--- src/verilog/sipo_cfg.svh ---
// constants for the gated serial-in parallel-out shifter
`ifndef SIPO_CFG_SVH
`define SIPO_CFG_SVH
`define SIPO_STAGES 8
`define SIPO_STAGE_RST 8'h00
`define SIPO_BUF_DEPTH 2
`endif

--- src/verilog/sipo_pkg.sv ---
// types shared by the output buffer and the test bench
`include "sipo_cfg.svh"
package sipo_pkg;
    typedef logic [`SIPO_STAGES-1:0] stage_word_t;
    // buffer occupancy, gray coded along empty -> one -> full
    typedef enum logic [1:0] {
        BUF_EMPTY = 2'h0,
        BUF_ONE = 2'h1,
        BUF_FULL = 2'h3
    } buf_state_t;
endpackage

--- src/verilog/pair_buffer.sv ---
// two-entry valid/ready buffer for captured parallel words
`timescale 1ns/100ps
`include "sipo_cfg.svh"
module pair_buffer #(
    parameter int WIDTH = `SIPO_STAGES
) (
    input wire logic mclk,
    input wire logic rst_n,
    input wire logic in_valid,
    input wire logic [WIDTH-1:0] in_data,
    output logic in_ready,
    output logic out_valid,
    input wire logic out_ready,
    output logic [WIDTH-1:0] out_data
);
    logic [WIDTH-1:0] mem_reg [0:1];
    logic [WIDTH-1:0] mem_next [0:1];
    logic wr_ptr_reg, wr_ptr_next, rd_ptr_reg, rd_ptr_next;
    sipo_pkg::buf_state_t state_reg, state_next;
    logic push, pop;

    // handshake and data views of the occupancy
    assign in_ready = (state_reg != sipo_pkg::BUF_FULL);
    assign out_valid = (state_reg != sipo_pkg::BUF_EMPTY);
    assign out_data = mem_reg[rd_ptr_reg];
    assign push = in_valid & in_ready;
    assign pop = out_valid & out_ready;

    ////////////////////////////////////////////////////////////////////////
    // next occupancy, pointers and slot contents
    always_comb begin
        mem_next[0] = mem_reg[0];
        mem_next[1] = mem_reg[1];
        wr_ptr_next = wr_ptr_reg;
        rd_ptr_next = rd_ptr_reg;
        state_next = state_reg;
        if (push) begin
            mem_next[wr_ptr_reg] = in_data;
            wr_ptr_next = ~wr_ptr_reg;
        end
        if (pop) begin
            rd_ptr_next = ~rd_ptr_reg;
        end
        case (state_reg)
            sipo_pkg::BUF_EMPTY: begin
                if (push) state_next = sipo_pkg::BUF_ONE;
            end
            sipo_pkg::BUF_ONE: begin
                if (push && !pop) state_next = sipo_pkg::BUF_FULL;
                else if (pop && !push) state_next = sipo_pkg::BUF_EMPTY;
            end
            sipo_pkg::BUF_FULL: begin
                if (pop) state_next = sipo_pkg::BUF_ONE;
            end
            default: state_next = sipo_pkg::BUF_EMPTY;
        endcase
    end

    // register stage
    always_ff @(posedge mclk or negedge rst_n) begin
        if (!rst_n) begin
            mem_reg[0] <= '0;
            mem_reg[1] <= '0;
            wr_ptr_reg <= 1'b0;
            rd_ptr_reg <= 1'b0;
            state_reg <= sipo_pkg::BUF_EMPTY;
        end else begin
            mem_reg[0] <= mem_next[0];
            mem_reg[1] <= mem_next[1];
            wr_ptr_reg <= wr_ptr_next;
            rd_ptr_reg <= rd_ptr_next;
            state_reg <= state_next;
        end
    end
endmodule

--- src/verilog/gated_sipo_shifter.sv ---
// eight-stage gated serial-in parallel-out shifter with word buffer
// Behaviour
// eight stages, each shown as parallel output
// first stage loads AND of serial inputs
// any low gate input loads a low
// one input high, other alone decides
// stages change only on shift clock rise
// each later stage takes its predecessor's value
// no rising edge means stages hold
// low clear forces all stages low immediately
// serial inputs may change any time between edges
// first rise after clear shifts normally
`timescale 1ns/100ps
`include "sipo_cfg.svh"
module gated_sipo_shifter #(
    parameter int STAGES = `SIPO_STAGES
) (
    input wire logic mclk,
    input wire logic rst_n,
    input wire logic async_clear_n,
    input wire logic shift_clk,
    input wire logic ser_a,
    input wire logic ser_b,
    output logic [STAGES-1:0] stage_q,
    output logic capture_ready,
    output logic word_valid,
    input wire logic word_ready,
    output logic [STAGES-1:0] word_data
);
    logic [STAGES-1:0] stage_reg, stage_next;
    logic shift_prev_reg, shift_prev_next;
    logic shift_rise;
    logic gated_bit;
    logic stage_clr_n;

    ////////////////////////////////////////////////////////////////////////
    // edge detect and gated serial bit
    assign shift_rise = shift_clk & ~shift_prev_reg;
    assign gated_bit = ser_a & ser_b;
    assign stage_clr_n = rst_n & async_clear_n;
    assign stage_q = stage_reg;

    // shift on a rising edge, otherwise hold
    always_comb begin
        shift_prev_next = shift_clk;
        stage_next = stage_reg;
        if (shift_rise) begin
            stage_next = {stage_reg[STAGES-2:0], gated_bit};
        end
    end

    // stages cleared asynchronously by either clear or reset
    always_ff @(posedge mclk or negedge stage_clr_n) begin
        if (!stage_clr_n) begin
            stage_reg <= `SIPO_STAGE_RST;
        end else begin
            stage_reg <= stage_next;
        end
    end

    // edge history survives clear so shifting resumes at once
    always_ff @(posedge mclk or negedge rst_n) begin
        if (!rst_n) begin
            shift_prev_reg <= 1'b0;
        end else begin
            shift_prev_reg <= shift_prev_next;
        end
    end

    ////////////////////////////////////////////////////////////////////////
    // each shifted word is offered to the two-entry buffer
    pair_buffer #(
        .WIDTH(STAGES)
    ) word_buf (
        .mclk(mclk),
        .rst_n(rst_n),
        .in_valid(shift_rise & async_clear_n),
        .in_data(stage_next),
        .in_ready(capture_ready),
        .out_valid(word_valid),
        .out_ready(word_ready),
        .out_data(word_data)
    );
endmodule

--- config.mk ---
export PLATFORM = sky130hd
export DESIGN_NAME = gated_sipo_shifter
export DESIGN_NICKNAME = d
export VERILOG_FILES = /design/src/verilog/sipo_pkg.sv /design/src/verilog/pair_buffer.sv /design/src/verilog/gated_sipo_shifter.sv
export VERILOG_INCLUDE_DIRS = /design/src /design/src/verilog
export SDC_FILE = /design/constraint.sdc
export NUM_CORES = 1
export LEC_CHECK = 0
export BUFFER_PORTS_ARGS = -buffer_cell sky130_fd_sc_hd__buf_2
export CAP_MARGIN = 20
export CORE_MARGIN = 2
export CORE_UTILIZATION = 48
export CTS_CLUSTER_SIZE = 20
export DETAILED_ROUTE_END_ITERATION = 12
export PLACE_DENSITY = 0.8
export SETUP_SLACK_MARGIN = 0.15
export SYNTH_ARGS = -nofsm -noshare
export SYNTH_HDL_FRONTEND = slang
export SYNTH_SLANG_ARGS = --single-unit
--- constraint.sdc ---
create_clock -name mclk -period 1.6 [get_ports mclk]
set_clock_uncertainty 0.15 [all_clocks]
set_input_delay 0.16 -clock mclk [delete_from_list [all_inputs] [get_ports mclk]]
set_output_delay 0.16 -clock mclk [all_outputs]
set_load 0.005 [all_outputs]
# ---- Word-level counts from Yosys, hierarchy flattened
# Cells that the tools add are included.
dict set report classes {
  n_eq_ne 6
  n_reduce_logical 8
  n_lt_le_gt_ge 3
  muxes 12
  n_bitwise 11
}
# cell count
set ops {}
lappend ops {{2-to-1 mux 8 bit} 5}
lappend ops {{bitwise mux 16 bit} 1}
lappend ops {{demux 8 bit (select 1 bit)} 1}
lappend ops {{2-to-1 mux 2 bit} 4}
lappend ops {{bitwise AND 1 bit} 6}
lappend ops {{one-hot mux 2 bit (3 select lines)} 1}
lappend ops {{greater-or-equal comparator 2 bit (second input constant)} 2}
lappend ops {{inequality test 2 x 1 -> 1 bit (second input constant)} 2}
lappend ops {{inverter 1 -> 2 bit} 2}
lappend ops {{logical AND 1 bit} 3}
lappend ops {{inequality test 3 x 1 -> 1 bit (second input constant)} 1}
lappend ops {{inverter 1 bit} 3}
lappend ops {{AND reduction 3 bit} 1}
lappend ops {{== test 2 x 1 -> 1 bit (second input constant)} 1}
lappend ops {{== test 2 bit (second input constant)} 1}
lappend ops {{zero test 1 bit} 2}
lappend ops {{zero test 2 bit} 1}
lappend ops {{< comparator 2 x 1 -> 1 bit (second input constant)} 1}
lappend ops {{inequality test 2 bit (second input constant)} 1}
lappend ops {{nonzero test 2 bit} 1}
dict set report totals {
  word_cells 47
  reg_bits 29
  input_bits 7
  out_inout_bits 18
}

# ---- Depth between registers and ports, before layout
# Gate-level depths: netlist of run 1.
dict set report logic_depth {
  word_depth 9
  mapped_depth 8
  depth_no_buf 6
}

# ---- Hierarchy
# Synthesis of run 1 repeated with hierarchy kept, for this count alone.
dict set report unflattened {
  hier_cells 93
  hier_area_um2 1393.8
}
# mod cells_per_inst seq_area_each_um2 instances area_per_inst_um2
set by_module_without_submodules {}
lappend by_module_without_submodules {pair_buffer 70 500.5 1 1007.2}
lappend by_module_without_submodules {gated_sipo_shifter 23 225.2 1 386.6}

# ---- Least setup slack after synthesis of run 1
# OpenSTA, ideal clock, no wires.
dict set report synth_timing {
  kind {reg-to-reg}
  from {register word_buf.state_reg[0]}
  to {register word_buf.state_reg[0]}
  slack_ps -173
  period_less_slack_ps 1773
  arrival_ps 1495
  path_stages_with_launch 7
  cell_sequence {dfrtp_1 ha_1 and4bb_1 buf_6 xor2_1 o31ai_1 mux2_1}
}
dict set report synth_via {
  elab_chain_cells 6
  word_cells_on_any_way 17
  cone_classes {eq/ne (6); mux (2); bitwise (2); reduce/logical (7)}
}
# element line_no
set synth_rtl {}
lappend synth_rtl {{start, declared} pair_buffer.sv:19} ;# sipo_pkg::buf_state_t state_reg, state_next;
lappend synth_rtl {{start signal, assigned} pair_buffer.sv:66} ;# state_reg <= sipo_pkg::BUF_EMPTY;
lappend synth_rtl {{start signal, assigned} pair_buffer.sv:72} ;# state_reg <= state_next;
lappend synth_rtl {{inequality test 2 bit / nonzero test 2 bit (equally long branches)} {pair_buffer.sv:23, pair_buffer.sv:24}}
lappend synth_rtl {{bitwise AND 1 bit, on equally long branches} {pair_buffer.sv:26, pair_buffer.sv:27}}
lappend synth_rtl {{zero test 1 bit, on equally long branches} {pair_buffer.sv:50, pair_buffer.sv:49}}
lappend synth_rtl {{logical AND 1 bit, on equally long branches} {pair_buffer.sv:50, pair_buffer.sv:49}}
lappend synth_rtl {{inequality test 3 x 1 -> 1 bit (no line) / 2-to-1 mux 2 bit (equally long branches)} n/a}
lappend synth_rtl {{AND reduction 3 bit (no line) / one-hot mux 2 bit (3 select lines) (equally long branches)} n/a}
# Parallel ways exist; a longest one is shown, timed or not.
# A chain may end at the register's enable or synchronous reset.

# ---- Final worst setup path of run 1
dict set report layout_timing {
  from {register word_buf.state_reg[0]}
  to {register word_buf.mem_reg[14] (netlist name)}
}
dict set report layout_via {
  elab_chain_cells 2
}
# element line_no
set layout_rtl {}
lappend layout_rtl {{inequality test 2 bit} pair_buffer.sv:23} ;# assign in_ready = (state_reg != sipo_pkg::BUF_FULL);
lappend layout_rtl {{bitwise AND 1 bit} pair_buffer.sv:26} ;# assign push = in_valid & in_ready;
lappend layout_rtl {{end, declared} pair_buffer.sv:16} ;# logic [WIDTH-1:0] mem_reg [0:1];
# Every way passes these cells.

==> metrics.cfg, run 1 <==
[min_path]
min_from=word_ready
hp-class=input pin to register

[synth]
synthesis.nets=132
ys_ff_latch=29
synth_top_cell_by_area=dfrtp_1
synth_edf_count=0
synth_area_mm2=0.001359
yosysTopAreaCellShare_pct=53.41
yosysWarnings=0
synth.distinct_cells=26
ys_seq_area_share_pct=53.41
synthTopCellsByCount=29 x dfrtp_1, 13 x inv_1, 10 x nand2_1
synth_area_leaders=dfrtp_1 53%, mux2_2 6.6%, a21oi_2 5.2%
syn_inst=121
synth_most_common_cell=dfrtp_1
syn_area_per_cell_um2=11.23
ys_dominant_reg_cell=dfrtp_1
async_reset_ff_share_pct=100.0

[global_route]
grt_antenna_before_repair=0
overflow=0
grt_start_max_net_pins=22
grtUsageTotal_pct=25.57
grt_pass1_vias=1163
grt_pass1_wl_mm=5.968

[clocking]
insertion_delay_ps=330
clock_path_buffers=2
cts_tree=done
h-tree-depth=2
numCtsBuffers=5
cts-root-buf=clkbuf_4
cts_num_sinks=29
clk_pin_slew_ps=90

[floorplan]
die_y_um=57.21
num_rows=19
ios=25
core-area_mm2=0.002734
die_w_um=57.21
initial_core_util_pct=49.70
dieArea_mm2=0.003272

[route]
wl_met1_mm=1.558
routed_wirelength_mm=3.882
top_layer_used=met4
drt_first_pass_iters=4
wl_met3_um=169
ant_nets=0
first_iter_violations=37
vias=1104
vias_per_cell=5.412
wl_met2_mm=2.065
route.detailed.drc=0
avgRoutedWirePerCell_um=19.03

[timing]
fin_crit_ps=1863
timing.hold.ws_ps=117.6
period_share_pct=116.5
fin_ws_ps=-263.5
hold_viol=0
maxSlewViolCount=0
slew_headroom_pct=77.38
grt_setup_unrepaired=yes
setup_viol=24
worst_pin_slew_ps=339.3
max_freq_ghz=0.5366

[placement]
portBuffers=24
preCtsSetupSlack_ps=-229.4
placedInstanceArea_mm2=0.001564
dp_hpwl_mm=1.873
place_inst=179
gp_congestion=0.7696

[layout]
fin_area_mm2=0.002052
drive_gt1_share_pct=58.96
area_growth_pct=51.01
finalNetCount=184
largest_reg_flops=16
final_cells=204
antennaDiodeCount=0
n_fill_cell=153

[outcome]
outcome=finished with violations
violations=setup timing

[worst_setup_path]
cp-end-kind=register
cp-startpoint=word_buf.state_reg[0]
arrival_ps=1930
worstPathMaxFanout=8
worstReg2RegStart=word_buf.state_reg[0]
critPathLaunchType=register
required_ps=1660
path_class=register to register

[run]
maxCapViolCount=0

[power_and_ir_drop]
p_leak_uw=0.0009872
ir_worst_vdd_mv=1.356
power.density_mw_per_mm2=1718
p_total_uw=3526

cell families (layout without fill, tap and decap cells):
logic type / count (synthesis) / in the layout / share of synthesized area, %
AO/OA/AOI/OAI: 22 / 22 / 11.14
XOR/XNOR: 3 / 3 / 1.934
adder cells (fa/ha/maj): 4 / 4 / 3.683
buffers and inverters: 20 / 72 / 7.551
flip-flops: 29 / 29 / 53.41
multiplexers: 16 / 16 / 12.62
AND/OR/NAND/NOR: 27 / 27 / 9.668
stage by stage:
step	util (%)	TNS [ps]
floorplan	-	-1010
global placement	57.21	-571.2
detailed placement	57.21	-2129
CTS	71.03	-2212
global route	75.06	-5625
finish	75.06	-4068
routing by layer:
layer	vias up	global-route usage (%)
li1	506	-
met1	559	30.80
met2	30	41.71
met3	9	9.977
met4	0	9.635
met5	-	0
worst max-delay path: stages (launching register included):
cell	delay, ps
dfrtp_1	440
ha_2	210
and4bb_4	350
buf_12	110
buf_4	120
nand2b_4	70
buf_8	140
nand2_1	70
o21ai_1	80
layout make-up:
class | count | area [um2] | area share [%]
multi-input cells | 72 | 754.5 | 36.77
flip-flops and latches | 29 | 726.9 | 35.43
repair buffers | 52 | 427.9 | 20.85
clock buffers | 7 | 55.05 | 2.683
inverters | 13 | 48.80 | 2.378
well taps | 31 | 38.79 | 1.890
power breakdown:
group	internal [uW]	total (uW)	switching, uW	leakage, uW
Sequential	1030	1360	332	0.000366
Combinational	968	1720	750	0.000590
Clock	207	450	243	0.0000314
Total	2200	3530	1320	0.000987
cell usage in the layout, fill, tap and decap left out, types with 2 or more instances in the layout:
master	netlist	routed
dfrtp_1	29	28
buf_2	1	23
buf_4	1	14
inv_1	13	12
nor2_4	0	8
a21oi_2	8	8
nand2_1	10	7
mux2i_4	0	6
o21ai_1	0	6
mux2_2	8	5
clkbuf_4	0	5
dlygate4sd3_1	0	5
buf_6	3	4
mux2_4	0	3
nand2_2	0	3
ha_2	0	3
buf_8	0	3
nand2b_4	0	2
o21ai_2	0	2
buf_12	0	2
path summary, 6_finish.rpt:
path                                   endpoint  slack, ps  cells past startpoint
setup / recovery           word_buf.mem_reg[14]       -260                      8
hold / removal              word_buf.rd_ptr_reg        120                      4
setup reg to reg           word_buf.mem_reg[14]       -260                      8
hold reg to reg            word_buf.mem_reg[15]        350                      2
max in group asynchronous            stage_q[7]        770                      3
min in group asynchronous   word_buf.mem_reg[4]        230                      3
repair_timing:
action / 4_1_cts / 5_1_grt
resized for setup: 51 / 21
hold endpoints to repair: 31 / 0
cloned: 3 / 0
hold buffers: 5 / 0
setup endpoints to repair: 36 / 36
pin swaps: 10 / 8
buffers inserted: 7 / 3
Power figures use the tool's default switching activity.
==> run 2, diff against run 1 <==
--- a/constraint.sdc
+++ b/constraint.sdc
@@ -3,3 +3,3 @@
 set_input_delay 0.16 -clock mclk [delete_from_list [all_inputs] [get_ports mclk]]
 set_output_delay 0.16 -clock mclk [all_outputs]
-set_load 0.005 [all_outputs]
+set_load 0.01 [all_outputs]
==> metrics.cfg, run 2 (synthesized netlist as in run 1, its figures left out) <==
[timing]
max_freq_ghz=0.5387  ; +0.38%
slew_headroom_pct=75.60  ; -1.8 points
worst_pin_slew_ps=366.1  ; +26.78 ps
grt_setup_unrepaired=yes
fin_ws_ps=-256.4  ; +7.063 ps
setup_viol=29  ; +21%
period_share_pct=116.0  ; -0.44 points
maxSlewViolCount=0  ; unchanged
fin_crit_ps=1856  ; -7.063 ps
hold_viol=0  ; unchanged

[clocking]
cts_num_sinks=29  ; unchanged
insertion_delay_ps=340  ; about the same
h-tree-depth=2  ; unchanged
numCtsBuffers=5  ; unchanged
cts-root-buf=clkbuf_4
clock_path_buffers=2  ; unchanged
clk_pin_slew_ps=90  ; about the same
cts_tree=done

[route]
drt_first_pass_iters=4  ; unchanged
wl_met3_um=261  ; +54%
wl_met2_mm=2.167  ; +4.9%
vias=1139  ; +3.2%
routed_wirelength_mm=4.250  ; +9.5%
vias_per_cell=5.556  ; +2.7%
ant_nets=0  ; unchanged
avgRoutedWirePerCell_um=20.73  ; +8.9%
first_iter_violations=22  ; -41%
top_layer_used=met4
wl_met1_mm=1.663  ; +6.7%
route.detailed.drc=0  ; unchanged

[worst_setup_path]
r2r_cells=6  ; -2
path_class=register to register
worstPathMaxFanout=3  ; -5
cp-end-kind=register
rrSetupSlack_ps=-260  ; about the same
critPathLaunchType=register
cp-startpoint=word_buf.state_reg[0]
arrival_ps=1940  ; about the same
worstReg2RegStart=word_buf.state_reg[0]
r2r_end=word_buf.state_reg[0]
required_ps=1680  ; +20 ps

[layout]
n_fill_cell=141  ; -7.8%
area_growth_pct=60.04
antennaDiodeCount=0  ; unchanged
finalNetCount=184  ; unchanged
final_common_cell=dfrtp_1
drive_gt1_share_pct=65.52  ; +6.6 points
multiInputGateArea_um2=808.3  ; +7.1%
largest_reg_flops=16  ; unchanged
seqCellArea_um2=726.9  ; unchanged
final_cell_mix=28 x dfrtp_1, 15 x buf_6, 15 x buf_2
final_cells=205  ; +0.49%

[global_route]
grt_start_max_net_pins=22  ; unchanged
grt_pass1_vias=1152  ; -0.95%
grtUsageTotal_pct=23.41  ; -2.2 points
overflow=0  ; unchanged
grt_antenna_before_repair=0  ; unchanged
grt_pass1_wl_mm=5.637  ; -5.5%

[run]
maxCapViolCount=0  ; unchanged

[placement]
gp_congestion=0.7682  ; -0.18%
portBuffers=24  ; unchanged
preCtsSetupSlack_ps=-271.0  ; -41.51 ps
dp_hpwl_mm=1.939  ; +3.5%
place_inst=179  ; unchanged

[floorplan]
ios=25  ; unchanged
num_rows=19  ; unchanged
die_y_um=57.21  ; unchanged
die_w_um=57.21  ; unchanged
dieArea_mm2=0.003272  ; unchanged
initial_core_util_pct=49.70  ; unchanged
core-area_mm2=0.002734  ; unchanged

[outcome]
outcome=finished with violations
violations=setup timing

[power_and_ir_drop]
power.density_mw_per_mm2=1836  ; +6.9%
p_leak_uw=0.001030  ; +4.3%
ir_worst_vdd_mv=1.532  ; +13%

[min_path]
hold_path_end=word_buf.rd_ptr_reg
hp-class=input pin to register
worstHoldPathCells=4  ; unchanged
min_from=word_ready

[run 2: metrics by stage]
| stage | power, uW | TNS (ps) | instance area, um2 | utilization (%) | hold WS [ps] |
|---|---|---|---|---|---|
| after floorplan | 2049 | -1010 | 1383 | - | -285.6 |
| after detailed placement | 2505 | -1929 | 1564 | 57.21 | 37.03 |
| after global routing | 4189 | -4239 | 2175 | 79.54 | 140.8 |
| final | 3993 | -3023 | 2175 | 79.54 | 136.3 |
| after global placement | 2423 | -572.1 | 1564 | 57.21 | 31.75 |
| after CTS | 3432 | -1897 | 1893 | 69.24 | 155.1 |
[run 2: power by group]
group	internal [uW]	total, uW	leakage [uW]	switching (uW)
Combinational	1180	2110	0.000622	928
Clock	254	520	0.0000413	266
Sequential	1030	1370	0.000366	341
[run 2: critical path, cell delays in order, from the launching register on]
cell,delay (ps)
dfrtp_1,420
ha_2,210
and4bb_4,220
buf_4,150
a31oi_1,220
nor2_1,80
mux2_1,290
[run 2: layer usage]
metal,global-route usage [%],up-vias
met5,0,-
met2,38.75,52
met1,30.18,571
li1,-,500
met3,4.535,16
met4,9.967,0
[run 2: worst max path at each step]
stage	end	slack (ps)	depth (start not counted)
2_1_floorplan	word_buf.state_reg[0]	-140	6
3_3_place_gp	word_buf.state_reg[0]	-150	5
3_5_place_dp	word_buf.state_reg[0]	-270	5
4_1_cts	word_buf.state_reg[0]	-220	5
5_1_grt	word_buf.state_reg[0]	-300	6
6_report	word_buf.state_reg[0]	-260	6
[run 2: area by class of cell]
| cell class | instances | area share (%) |
|---|---|---|
| multi-input combinational | 72 | 37.17 |
| inverter | 13 | 2.244 |
| clock buffer | 7 | 2.992 |
| timing repair buffer | 52 | 22.15 |
| sequential | 29 | 33.43 |
| clock inverter | 1 | 0.2301 |
| tap | 31 | 1.784 |
[run 2: timing repair]
item,in CTS,in global routing
gates resized for setup,35,63
pin swaps,1,13
setup buffers,7,3
endpoints found under the setup margin,33,38
endpoints found under the hold margin,31,0
cloned,2,1
hold buffers,5,0
